===== src/verilog/mlsf_pkg.sv =====
package mlsf_pkg;
   localparam int unsigned INSTR_BITS = 8;
   localparam int unsigned ADDR_BITS = 24;
   localparam int unsigned MODE_BITS = 8;
   localparam int unsigned TRAIN_CYCLES = 4;
   localparam logic [7:0] TRAIN_PATTERN = 8'h34;
   // instruction codes
   localparam logic [7:0] OP_READ = 8'h03;
   localparam logic [7:0] OP_FAST_READ = 8'h0b;
   localparam logic [7:0] OP_DUAL_OUT = 8'h3b;
   localparam logic [7:0] OP_QUAD_OUT = 8'h6b;
   localparam logic [7:0] OP_DUAL_IO = 8'hbb;
   localparam logic [7:0] OP_QUAD_IO = 8'heb;
   localparam logic [7:0] OP_QUAD_PAGE_WRITE = 8'h32;
   localparam logic [7:0] OP_DDR_FAST = 8'h0d;
   localparam logic [7:0] OP_DDR_DUAL = 8'hbd;
   localparam logic [7:0] OP_DDR_QUAD = 8'hed;
   // latency cycles per latency code
   localparam logic [3:0] LAT_CODE0 = 4'h8;
   localparam logic [3:0] LAT_CODE1 = 4'h0;
   localparam logic [3:0] LAT_CODE2 = 4'h2;
   localparam logic [3:0] LAT_CODE3 = 4'h4;
   localparam logic [3:0] DDR_LAT_CODE0 = 4'h6;
   localparam logic [3:0] DDR_LAT_CODE1 = 4'h5;
   localparam logic [3:0] DDR_LAT_CODE2 = 4'h6;
   localparam logic [3:0] DDR_LAT_CODE3 = 4'h7;

   typedef enum logic [11:0] {
      ST_STANDBY = 12'h001,
      ST_INSTR = 12'h002,
      ST_SIN = 12'h004,
      ST_DIN = 12'h008,
      ST_QIN = 12'h010,
      ST_DDR_IN = 12'h020,
      ST_LAT = 12'h040,
      ST_SOUT = 12'h080,
      ST_DOUT = 12'h100,
      ST_QOUT = 12'h200,
      ST_QWDATA = 12'h400,
      ST_IGNORE = 12'h800
   } mlsf_state_e;

   // lane width per phase
   typedef enum logic [1:0] {
      W_SINGLE = 2'h0,
      W_DUAL = 2'h1,
      W_QUAD = 2'h2
   } mlsf_width_e;

   // four data lanes, three signals each
   typedef struct packed {
      logic [3:0] in;
      logic [3:0] out;
      logic [3:0] oe_b;
   } mlsf_lanes_s;

   // captured address and mode for the read engine
   typedef struct packed {
      logic [ADDR_BITS-1:0] addr;
      logic [MODE_BITS-1:0] mode;
      logic is_write;
   } mlsf_req_s;
endpackage


===== src/verilog/mlsf_fifo.sv =====
`timescale 1ns/1ns
module mlsf_fifo import mlsf_pkg::*; #(
   parameter int unsigned WIDTH = 8,
   parameter int unsigned DEPTH = 32
) (
   input wire logic clk,
   input wire logic rst_b,
   input wire logic flush,
   input wire logic [WIDTH-1:0] in_data,
   input wire logic in_valid,
   output logic in_ready,
   output logic [WIDTH-1:0] out_data,
   output logic out_valid,
   input wire logic out_ready
);
   localparam int unsigned AW = $clog2(DEPTH);
   initial begin
      if (DEPTH < 2 || (1 << AW) != DEPTH || WIDTH < 1) $error("mlsf_fifo: depth must be power of two");
   end
   logic [WIDTH-1:0] mem_reg [DEPTH];
   logic [AW:0] wr_reg, wr_next, rd_reg, rd_next;
   logic push, pop;
   // honest full and empty from wrap bit
   assign in_ready = (wr_reg[AW-1:0] != rd_reg[AW-1:0]) || (wr_reg[AW] == rd_reg[AW]);
   assign out_valid = wr_reg != rd_reg;
   assign push = in_valid && in_ready;
   assign pop = out_valid && out_ready;
   assign out_data = mem_reg[rd_reg[AW-1:0]];
   // pointer update
   always_comb begin
      wr_next = wr_reg;
      rd_next = rd_reg;
      if (flush) begin
         wr_next = '0;
         rd_next = '0;
      end else begin
         if (push) wr_next = wr_reg + 1'b1;
         if (pop) rd_next = rd_reg + 1'b1;
      end
   end
   always_ff @(posedge clk) begin
      if (!rst_b) begin
         wr_reg <= '0;
         rd_reg <= '0;
      end else begin
         wr_reg <= wr_next;
         rd_reg <= rd_next;
      end
   end
   // storage written by index
   always_ff @(posedge clk) begin
      if (push) mem_reg[wr_reg[AW-1:0]] <= in_data;
   end
endmodule // mlsf_fifo


===== src/verilog/mlsf_phase_seq.sv =====
`timescale 1ns/1ns
module mlsf_phase_seq import mlsf_pkg::*; #(
   parameter int unsigned FIFO_DEPTH = 32
) (
   input wire logic clk,
   input wire logic rst_b,
   input wire logic sck,
   input wire logic cs_b,
   input wire logic [3:0] lane_in,
   output logic [3:0] lane_out,
   output logic [3:0] lane_oe_b,
   input wire logic [1:0] latency_code_field,
   input wire logic quad_enable_bit,
   input wire logic train_enable,
   output logic [7:0] rd_data_req_addr_byte,
   input wire logic [7:0] rd_byte,
   input wire logic rd_valid,
   output logic rd_ready,
   output logic [7:0] wr_byte,
   output logic wr_valid,
   input wire logic wr_ready,
   output mlsf_req_s req,
   output logic req_valid,
   output logic cmd_end,
   output logic wr_overflow
);
   initial begin
      if (FIFO_DEPTH < 2) $error("mlsf_phase_seq: fifo too shallow");
   end
   mlsf_state_e st_reg, st_next;
   mlsf_width_e wid_reg, wid_next;
   logic sck_reg, cs_reg;
   logic rise, fall, cs_fall, cs_rise;
   logic [7:0] op_reg, op_next;
   logic [5:0] cnt_reg, cnt_next;
   logic [ADDR_BITS+MODE_BITS-1:0] sh_reg, sh_next;
   logic [3:0] lat_reg, lat_next;
   logic ddr_reg, ddr_next, lat_ddr_reg, lat_ddr_next;
   logic [7:0] obyte_reg, obyte_next;
   logic [3:0] obit_reg, obit_next;
   logic [3:0] out_reg, out_next;
   logic [3:0] oe_b_reg, oe_b_next;
   logic [7:0] ib_reg, ib_next;
   logic [3:0] ibit_reg, ibit_next;
   logic [5:0] alen;
   logic [3:0] lat_cycles;
   logic in_push, out_pop, req_v_next, req_v_reg, end_next, end_reg, ovf_next, ovf_reg;
   logic [7:0] fifo_out;
   logic fifo_ovalid, fifo_iready;
   logic [2:0] step;
   mlsf_req_s req_reg, req_next;

   // edge detect of host pins; pins are synchronous to clk
   assign rise = sck && !sck_reg;
   assign fall = !sck && sck_reg;
   assign cs_fall = !cs_b && cs_reg;
   assign cs_rise = cs_b && !cs_reg;

   // bits per edge for current width
   always_comb begin
      case (wid_reg)
         W_DUAL: step = 3'h2;
         W_QUAD: step = 3'h4;
         default: step = 3'h1;
      endcase
   end

   // latency count by code, separate table for DDR
   always_comb begin
      case (latency_code_field)
         2'h0: lat_cycles = ddr_reg ? DDR_LAT_CODE0 : LAT_CODE0;
         2'h1: lat_cycles = ddr_reg ? DDR_LAT_CODE1 : LAT_CODE1;
         2'h2: lat_cycles = ddr_reg ? DDR_LAT_CODE2 : LAT_CODE2;
         default: lat_cycles = ddr_reg ? DDR_LAT_CODE3 : LAT_CODE3;
      endcase
   end

   // address plus mode length in bits for the instruction
   always_comb begin
      case (op_reg)
         OP_DUAL_IO, OP_QUAD_IO, OP_DDR_FAST, OP_DDR_DUAL, OP_DDR_QUAD: alen = 6'(ADDR_BITS + MODE_BITS);
         default: alen = 6'(ADDR_BITS);
      endcase
   end

   // read bytes stream through fifo toward the pins
   mlsf_fifo #(.WIDTH(8), .DEPTH(FIFO_DEPTH)) u_fifo (
      .clk(clk),
      .rst_b(rst_b),
      .flush(cs_b),
      .in_data(rd_byte),
      .in_valid(rd_valid),
      .in_ready(fifo_iready),
      .out_data(fifo_out),
      .out_valid(fifo_ovalid),
      .out_ready(out_pop)
   );
   assign rd_ready = fifo_iready && !cs_b;
   assign rd_data_req_addr_byte = req_reg.addr[7:0];

   // phase sequencer
   always_comb begin
      st_next = st_reg;
      wid_next = wid_reg;
      op_next = op_reg;
      cnt_next = cnt_reg;
      sh_next = sh_reg;
      lat_next = lat_reg;
      ddr_next = ddr_reg;
      lat_ddr_next = lat_ddr_reg;
      obyte_next = obyte_reg;
      obit_next = obit_reg;
      out_next = out_reg;
      oe_b_next = 4'hf;
      ib_next = ib_reg;
      ibit_next = ibit_reg;
      req_next = req_reg;
      req_v_next = 1'b0;
      end_next = 1'b0;
      in_push = 1'b0;
      out_pop = 1'b0;
      ovf_next = ovf_reg;
      if (cs_b) begin
         // select high ends any phase
         if (st_reg != ST_STANDBY) end_next = 1'b1;
         st_next = ST_STANDBY;
         oe_b_next = 4'hf;
      end else begin
         case (st_reg)
            ST_STANDBY: begin
               if (cs_fall || !cs_b) begin
                  st_next = ST_INSTR;
                  cnt_next = '0;
                  ovf_next = 1'b0;
                  ddr_next = 1'b0;
               end
            end
            ST_INSTR: begin
               if (rise) begin
                  op_next = {op_reg[6:0], lane_in[0]};
                  cnt_next = cnt_reg + 6'h1;
                  if (cnt_reg == 6'(INSTR_BITS - 1)) begin
                     cnt_next = '0;
                     sh_next = '0;
                     // instruction picks format of what follows
                     case ({op_reg[6:0], lane_in[0]})
                        OP_READ, OP_FAST_READ, OP_DUAL_OUT: begin
                           st_next = ST_SIN;
                           wid_next = W_SINGLE;
                        end
                        OP_QUAD_OUT, OP_QUAD_PAGE_WRITE: begin
                           st_next = quad_enable_bit ? ST_SIN : ST_IGNORE;
                           wid_next = W_SINGLE;
                        end
                        OP_DUAL_IO: begin
                           st_next = ST_DIN;
                           wid_next = W_DUAL;
                        end
                        OP_QUAD_IO: begin
                           st_next = quad_enable_bit ? ST_QIN : ST_IGNORE;
                           wid_next = W_QUAD;
                        end
                        OP_DDR_FAST: begin
                           st_next = ST_DDR_IN;
                           wid_next = W_SINGLE;
                           ddr_next = 1'b1;
                        end
                        OP_DDR_DUAL: begin
                           st_next = ST_DDR_IN;
                           wid_next = W_DUAL;
                           ddr_next = 1'b1;
                        end
                        OP_DDR_QUAD: begin
                           st_next = quad_enable_bit ? ST_DDR_IN : ST_IGNORE;
                           wid_next = W_QUAD;
                           ddr_next = 1'b1;
                        end
                        default: st_next = ST_IGNORE;
                     endcase
                  end
               end
            end
            ST_SIN, ST_DIN, ST_QIN, ST_DDR_IN: begin
               // serial input sampled on rise, on fall too in DDR; lanes 0 only in single
               // first ddr bit rides a rising edge; the fall after the instruction carries none
               if (rise || (ddr_reg && fall && cnt_reg != '0)) begin
                  case (wid_reg)
                     W_DUAL: sh_next = {sh_reg[ADDR_BITS+MODE_BITS-3:0], lane_in[1:0]};
                     W_QUAD: sh_next = {sh_reg[ADDR_BITS+MODE_BITS-5:0], lane_in};
                     default: sh_next = {sh_reg[ADDR_BITS+MODE_BITS-2:0], lane_in[0]};
                  endcase
                  cnt_next = cnt_reg + 6'(step);
                  if (cnt_reg + 6'(step) >= alen) begin
                     cnt_next = '0;
                     req_v_next = 1'b1;
                     req_next.is_write = (op_reg == OP_QUAD_PAGE_WRITE);
                     if (alen == 6'(ADDR_BITS)) begin
                        req_next.addr = sh_next[ADDR_BITS-1:0];
                        req_next.mode = '0;
                     end else begin
                        req_next.addr = sh_next[ADDR_BITS+MODE_BITS-1:MODE_BITS];
                        req_next.mode = sh_next[MODE_BITS-1:0];
                     end
                     lat_next = lat_cycles;
                     lat_ddr_next = ddr_reg;
                     // output width follows the instruction
                     case (op_reg)
                        OP_DUAL_OUT, OP_DUAL_IO, OP_DDR_DUAL: wid_next = W_DUAL;
                        OP_QUAD_OUT, OP_QUAD_IO, OP_DDR_QUAD, OP_QUAD_PAGE_WRITE: wid_next = W_QUAD;
                        default: wid_next = W_SINGLE;
                     endcase
                     if (op_reg == OP_QUAD_PAGE_WRITE) begin
                        st_next = ST_QWDATA;
                        ibit_next = '0;
                     end else if (ddr_reg) begin
                        st_next = ST_LAT;
                     end else if (op_reg == OP_READ || lat_cycles == '0) begin
                        st_next = ST_LAT;
                        lat_next = '0;
                     end else begin
                        st_next = ST_LAT;
                     end
                     obit_next = '0;
                  end
               end
            end
            ST_LAT: begin
               // lanes ignored and undriven while latency counts down, except DDR training drives the pattern in the last four counts
               oe_b_next = 4'hf;
               if (lat_ddr_reg && train_enable && lat_reg <= 4'(TRAIN_CYCLES) && lat_reg != '0) begin
                  oe_b_next = 4'h0;
                  out_next = {4{TRAIN_PATTERN[lat_reg[2:0] - 3'h1]}};
               end
               if (lat_reg == '0) begin
                  case (wid_reg)
                     W_DUAL: st_next = ST_DOUT;
                     W_QUAD: st_next = ST_QOUT;
                     default: st_next = ST_SOUT;
                  endcase
                  oe_b_next = 4'hf;
               end else if (fall) begin
                  lat_next = lat_reg - 4'h1;
               end
            end
            ST_SOUT, ST_DOUT, ST_QOUT: begin
               // launch on falling edge; write-guard and lane 0 ignored in single
               case (st_reg)
                  ST_QOUT: oe_b_next = 4'h0;
                  ST_DOUT: oe_b_next = 4'hc;
                  default: oe_b_next = 4'hd;
               endcase
               // drivers turn on at the first fall only, once the host has let go
               if (!fall && oe_b_reg == 4'hf) oe_b_next = 4'hf;
               if (fall && fifo_ovalid) begin
                  case (st_reg)
                     ST_QOUT: out_next = obit_reg[0] ? fifo_out[3:0] : fifo_out[7:4];
                     ST_DOUT: out_next = {2'h0, fifo_out[3'h7 - {obit_reg[1:0], 1'b0} -: 2]};
                     default: out_next = {2'h0, fifo_out[3'h7 - obit_reg[2:0]], 1'b0};
                  endcase
                  obit_next = obit_reg + 4'h1;
                  if (obit_next == 4'(8 / step)) begin
                     obit_next = '0;
                     out_pop = 1'b1;
                  end
               end
               // output phase repeats until select rises
               st_next = st_reg;
            end
            ST_QWDATA: begin
               // four data bits per rising edge into bytes
               if (rise) begin
                  ib_next = {ib_reg[3:0], lane_in};
                  ibit_next = ibit_reg + 4'h1;
                  if (ibit_reg[0]) begin
                     in_push = 1'b1;
                     if (!wr_ready) ovf_next = 1'b1;
                  end
               end
            end
            ST_IGNORE: st_next = ST_IGNORE;
            default: st_next = ST_STANDBY;
         endcase
      end
   end

   always_ff @(posedge clk) begin
      if (!rst_b) begin
         st_reg <= ST_STANDBY;
         wid_reg <= W_SINGLE;
         sck_reg <= 1'b0;
         cs_reg <= 1'b1;
         op_reg <= '0;
         cnt_reg <= '0;
         sh_reg <= '0;
         lat_reg <= '0;
         ddr_reg <= 1'b0;
         lat_ddr_reg <= 1'b0;
         obyte_reg <= '0;
         obit_reg <= '0;
         out_reg <= '0;
         oe_b_reg <= 4'hf;
         ib_reg <= '0;
         ibit_reg <= '0;
         req_reg <= '0;
         req_v_reg <= 1'b0;
         end_reg <= 1'b0;
         ovf_reg <= 1'b0;
         wr_byte <= '0;
         wr_valid <= 1'b0;
      end else begin
         st_reg <= st_next;
         wid_reg <= wid_next;
         sck_reg <= sck;
         cs_reg <= cs_b;
         op_reg <= op_next;
         cnt_reg <= cnt_next;
         sh_reg <= sh_next;
         lat_reg <= lat_next;
         ddr_reg <= ddr_next;
         lat_ddr_reg <= lat_ddr_next;
         obyte_reg <= obyte_next;
         obit_reg <= obit_next;
         out_reg <= out_next;
         oe_b_reg <= oe_b_next;
         ib_reg <= ib_next;
         ibit_reg <= ibit_next;
         req_reg <= req_next;
         req_v_reg <= req_v_next;
         end_reg <= end_next;
         ovf_reg <= ovf_next;
         wr_byte <= in_push ? ib_next : wr_byte;
         wr_valid <= in_push;
      end
   end

   assign lane_out = out_reg;
   assign lane_oe_b = oe_b_reg;
   assign req = req_reg;
   assign req_valid = req_v_reg;
   assign cmd_end = end_reg;
   assign wr_overflow = ovf_reg;
endmodule // mlsf_phase_seq


===== config.mk =====
export PLATFORM = sky130hd
export DESIGN_NAME = mlsf_phase_seq
export DESIGN_NICKNAME = d
export VERILOG_FILES = /design/src/verilog/mlsf_pkg.sv /design/src/verilog/mlsf_fifo.sv /design/src/verilog/mlsf_phase_seq.sv
export SDC_FILE = /design/constraint.sdc
export NUM_CORES = 1
export LEC_CHECK = 0
export ABC_AREA = 1
export ABC_CLOCK_PERIOD_IN_PS = 3700
export BUFFER_PORTS_ARGS = -buffer_cell sky130_fd_sc_hd__buf_4
export CELL_PAD_IN_SITES_DETAIL_PLACEMENT = 0
export CELL_PAD_IN_SITES_GLOBAL_PLACEMENT = 1
export CORE_MARGIN = 2
export CORE_UTILIZATION = 48
export DETAILED_ROUTE_END_ITERATION = 16
export HOLD_SLACK_MARGIN = 0.06
export PLACE_DENSITY = 0.88
export SETUP_SLACK_MARGIN = 0.05
export SLEW_MARGIN = 40
export SYNTH_ARGS = -nofsm -noshare
export SYNTH_HDL_FRONTEND = slang
export SYNTH_SLANG_ARGS = --single-unit

===== constraint.sdc =====
create_clock -name clk -period 3.7 [get_ports clk]
set_input_delay 0.74 -clock clk [delete_from_list [all_inputs] [get_ports clk]]
set_output_delay 0.74 -clock clk [all_outputs]
set_load 0.05 [all_outputs]

---- Word level (Yosys, flattened, before mapping) ----
Memory sizes are Yosys's and may differ from the RTL's. A register that Yosys moved wholly into a read port is not among the register bits.
Index checks and enable logic that the tools add are counted.
word-level totals
  ROM bits ................................ 8
  register bits ........................... 148
  output and inout port bits .............. 62
  memories ................................ 2
  bits in writable memories ............... 256
  word-level logic and storage cells ...... 265
operators by class
  divide/modulo/power cells ............... 1
  order comparisons ....................... 4
  add/subtract/negate cells ............... 10
  multiplexer cells ....................... 96
  shift-type cells ........................ 1
  equal/unequal tests ..................... 59
  reduce and logical (&&, ||, !) cells .... 62
  bitwise gates (word level) .............. 5
memory list
  name              words  bits a word  rd ports  clocked after memory_dff  write ports  line                   source
  u_fifo.mem_reg    32     8            1         1                         1            mlsf_fifo.sv:20        logic [WIDTH-1:0] mem_reg [DEPTH];
  (name not given)  8      1            1         0                         0            mlsf_phase_seq.sv:232  out_next = {4{TRAIN_PATTERN[lat_reg[2:0] - 3'h1]}};
operators with widths
  cell                  count
  $pmux 12 s6           2
  $mux 12               9
  $mux 31               3
  $mux 4                22
  $eq 8x8->1 const B    8
  $pmux 32 s2           1
  $pmux 31 s2           1
  $pmux 4 s2            7
  $mux 6                6
  $div 4x3->32 const A  1
  $eq 8x6->1 const B    4
  $mux 32               1
  $ne 2x2->1 const B    15
  $eq 8x4->1 const B    3
  $mux 8                3
  $reduce_and 6->1      4
  $mux 1                21
  $pmux 10 s2           1
  $add 6x1->6 const B   3
  $pmux 6 s3            1
  $eq 8x2->1 const B    2
  $eq 8x7->1 const B    2
  $reduce_or 4->1       4
  $reduce_and 5->1      3
  60 further kinds      111

---- Longest topological paths before layout ----
  depth after elaboration ................. 11
  mapped depth ............................ 19
  gate-level depth less buffers ........... 18

---- Modules after synthesis ----
A second synthesis with hierarchy kept.
unflattened totals
  cell total of the unflattened synthesis .. 2184
  area, all modules ....................... 19078.3 um^2
modules (own cells, without submodules)
  module          area an instance (um^2)  sequential area each (um^2)  instances  cells an instance
  mlsf_fifo       11405.9                  8027.7                       1          1017
  mlsf_phase_seq  7672.4                   2542.4                       1          1167

---- Least setup slack after synthesis ----
OpenSTA, ideal clock, no wires.
  kind .................................... flip-flop to flip-flop
  start ................................... reg wid_reg[1]
  end ..................................... reg lat_reg[2]
  buffers on the path ..................... 2
  stages on the path, launching flop included .. 17
  path slack .............................. 1.016 ns
  data arrival time ....................... 2.564 ns
  library setup time ...................... 0.119 ns
  cells stage by stage .................... dfxtp_1 inv_1 ha_1 clkbuf_1 inv_1 clkbuf_1 fa_1 xor2_1 nand4_1 nand2_1 nand2_1 o21ai_2 nand2_2 nand2_4 nand3_2 o21ai_0 a21oi_1
between the ends
  longest elaborated chain between the ends .. 6
RTL lines
  item                                      line                   source
  start: declaration                        mlsf_phase_seq.sv:31   mlsf_width_e wid_reg, wid_next;
  start signal: assignment                  mlsf_phase_seq.sv:312  wid_reg <= wid_next;
  $eq 2x2->1 or $eq 2x1->1 (tied branches)  mlsf_phase_seq.sv:61   case (wid_reg)
  $pmux 3 s2 (*)                            mlsf_phase_seq.sv:61
  $add 6x3->6 (*)                           mlsf_phase_seq.sv:193  if (cnt_reg + 6'(step) >= alen) begin
  $ge 6x6->1 (*)                            mlsf_phase_seq.sv:193
  $ne 2x2->1 (no source line) (*)           -
  $reduce_and 6->1 (no source line) (*)     -
  end signal: assignment                    mlsf_phase_seq.sv:318  lat_reg <= lat_next;
  end: declaration                          mlsf_phase_seq.sv:37   logic [3:0] lat_reg, lat_next;
Every way passes the cells marked *; elsewhere a longest branch is shown, timed or not.
A chain may end at the register's enable or synchronous reset.

---- Final worst setup path ----
  start ................................... reg u_fifo.wr_reg[2]
  end ..................................... out rd_ready
between the ends
  longest elaborated chain between the ends .. 3
RTL lines
  item                      line                  source
  start: declaration        mlsf_fifo.sv:21       logic [AW:0] wr_reg, wr_next, rd_reg, rd_next;
  start signal: assignment  mlsf_fifo.sv:46       wr_reg <= wr_next;
  $ne 5x5->1                mlsf_fifo.sv:24       assign in_ready = (wr_reg[AW-1:0] != rd_reg[AW-1:0]) || (wr_reg[AW] == rd_reg[AW]);
  $logic_or 1x1->1          mlsf_fifo.sv:24
  $logic_and 1x1->1         mlsf_phase_seq.sv:98  assign rd_ready = fifo_iready && !cs_b;
  end: declaration          mlsf_phase_seq.sv:18  output logic rd_ready,
No other way between the ends.

==> impl_metrics.tcl <==
set metrics [dict create \
    vdd_ir_drop_max_mv 0.426 \
    synth_edf_count 256 \
    setup_violations 0 \
    grt_pass1_wl_um 74800 \
    min_period_ns 3.15 \
    total_power_mw 10.8 \
    grt_max_degree 73 \
    insertion_delay_ns 0.58 \
    hp-class "in -> reg" \
    hold_viol 0 \
    core_mm2 0.0377 \
    area_delta_synth_final_pct 13.0 \
    fin_util 0.549 \
    final_area_mm2 0.0207 \
    clk_pin_slew_ns 0.06 \
    final_cell_mix "nand2_1 (550), nand3_1 (306), edfxtp_1 (256)" \
    fin_nets 2110 \
    seq_area_frac_synth 0.577 \
    place_congestion 0.890 \
    final_common_cell "nand2_1" \
    drtIter0Drc 1216 \
    drc 0 \
    dr.pass1.iters 5 \
    worst-path-max-fanout 7 \
    drive_above_1_share 0.112 \
    die-width_um 199 \
    start_util 0.486 \
    grt_pass1_vias 13977 \
    cts_root_buf "clkbuf_16" \
    max_stage_delay_ns 0.55 \
    power_frac_seq 0.457 \
    cts_resized 0 \
    max_freq_mhz 317 \
    htree_levels 2 \
    max-cap-violations 0 \
    rsz0062_at_grt "no" \
    hpwlAfterDp_um 30800 \
    skew_ns 0.0305 \
    cts_max_path_buffers 3 \
    die-area_mm2 0.0397 \
    powerDensity_mw_per_mm2 524 \
    drt.antenna.violating_nets 0 \
    slew_headroom 0.432 \
    swShare 0.281 \
    p_clk_frac 0.396 \
    holdBufCountCts 0 \
    grt_overflow 0 \
    vias 14566 \
    internal-power_mw 7.79 \
    max_slew.worst_pin.slew_ns 0.851 \
    slowest_stage "nor4_1" \
    antenna_found_initial 0 \
    status "finished clean" \
    rows 71 \
    wirelength_um 47500 \
    period_share 0.852 \
    largest_reg_flops 256 \
    switchingPower_mw 3.05 \
    syn_nets 2072 \
    io_buffers 83 \
    cp-end-kind "output pin" \
    wl_per_cell_um 18.2 \
    synth_warnings 0 \
    postSynthCellCount 2032 \
    p_comb_frac 0.147 \
    async_flop_share 0 \
    synth_area_mm2 0.0183 \
    cts_tree "done" \
    die_h_um 199 \
    fillerInstances 3395 \
    ys_ff_latch 400 \
    tns_ns 0 \
    dpl_cell_area_mm2 0.0193 \
    critPathLaunchType "flop" \
    track_usage 0.242 \
    yosysUniqueCellTypes 56 \
    synth_ff_type "edfxtp_1" \
    vias_per_cell 5.57 \
    clock-sinks 400 \
    path_class "reg -> out" \
    antenna_cells 0 \
    cts_buffers 43 \
    cp.arrival_ns 2.41 \
    cts_setup_buffers 0 \
    leakage_nw 7.88 \
    drv_slew 0 \
    path_cells "inv_1 -> nand2_1 -> nand4_1 -> nor4_1 -> a21oi_1 -> buf_4" \
    syn_area_per_cell_um2 9.01 \
    crit_required_ns 2.96 \
    num_io_pins 84 \
]
-- cells by family (layout without fill, tap and decap cells) --
kind of cell,after synthesis,in the layout,share of synthesized area
buffers and inverters,253,325,0.0573
xor gates and xnor gates,17,17,0.00915
AOI/OAI and AO/OA,283,283,0.0882
and+or+nand+nor,1060,1060,0.255
muxes,1,1,0.000615
adders and majority gates,18,18,0.0127
DFF,400,400,0.577
-- cells in the mapped netlist (3+ instances only) --
cell	count	area share
nor3_2	5	0.0027
o21ai_1	9	0.0025
dfxtp_1	144	0.16
o31ai_1	8	0.0033
inv_2	9	0.0018
nand2_2	8	0.0027
nand3_2	3	0.0016
buf_1	16	0.0033
edfxtp_1	256	0.42
a21oi_1	77	0.021
nand2_1	550	0.11
nand2_4	4	0.0025
o22ai_1	17	0.0058
a211oi_1	19	0.0078
xor2_1	14	0.0067
nor3_1	15	0.0041
buf_4	13	0.0053
nor4_1	5	0.0017
a221o_1	6	0.0033
nor2_2	10	0.0034
o21ai_0	124	0.034
o211ai_1	6	0.0025
buf_2	31	0.0085
nand3_1	306	0.084
inv_1	127	0.026
a31oi_1	4	0.0014
nand4_1	22	0.0075
ha_1	17	0.012
nor2_1	118	0.024
clkbuf_1	52	0.011
-- final cells by class --
cell class                      instances  area (um^2)  share of cell area
Inverter                              140          532              0.0257
Timing Repair Buffer                  106          821              0.0397
Multi-Input combinational cell       1379         6720               0.324
Clock buffer                           62         1210              0.0584
Clock inverter                         17          206             0.00997
Tap cell                              511          639              0.0309
Sequential cell                       400        10600               0.511
-- power by group through the flow --
stage / registers, mW / logic (mW) / clock network (mW)
2_1_floorplan: 5.06 / 1.09 / 0
3_3_place_gp: 5.04 / 1.56 / 0
3_5_place_dp: 5.04 / 1.57 / 0
4_1_cts: 4.95 / 1.58 / 4.37
5_1_grt: 4.96 / 1.75 / 4.53
6_report: 4.95 / 1.60 / 4.29
-- stage by stage --
step / cells / worst slack [ns] / hold WS (ns)
floorplan: 2032 / 1.02 / 0.424
global placement: 2536 / 0.837 / 0.436
detailed placement: 2536 / 0.691 / 0.446
CTS: 2615 / 0.548 / 0.353
global route: 2615 / 0.386 / 0.390
finish: 2615 / 0.547 / 0.386
-- worst max-delay path: cells and delay by family (launching register included) --
family | cells | cell delay [ns]
buf+inv | 2 | 0.44
flops | 1 | 0.47
compound gates | 1 | 0.19
simple gates | 3 | 0.73
-- path summary, 6_finish.rpt --
| check | depth (start not counted) | slack (ns) | start | end |
|---|---|---|---|---|
| setup / recovery | 6 | 0.55 | u_fifo.wr_reg[2]$_SDFFE_PP0P_ | rd_ready |
| hold / removal | 3 | 0.39 | sck | sck_reg$_SDFF_PN0_ |
| hold reg to reg | 2 | 0.46 | ib_reg[3]$_SDFF_PN0_ | ib_reg[3]$_SDFF_PN0_ |
| setup reg to reg | 9 | 0.63 | u_fifo.wr_reg[2]$_SDFFE_PP0P_ | u_fifo.mem_reg[30][3]$_DFFE_PP_ |
-- layer usage --
metal	part of all wire	track usage	vias to the layer above
met3	0.065	0.0334	93
met5	0	0	-
met2	0.48	0.405	503
met4	0.027	0.0864	0
li1	-	-	7037
met1	0.43	0.322	6933
Note: power is estimated with default switching activity, not from simulation.
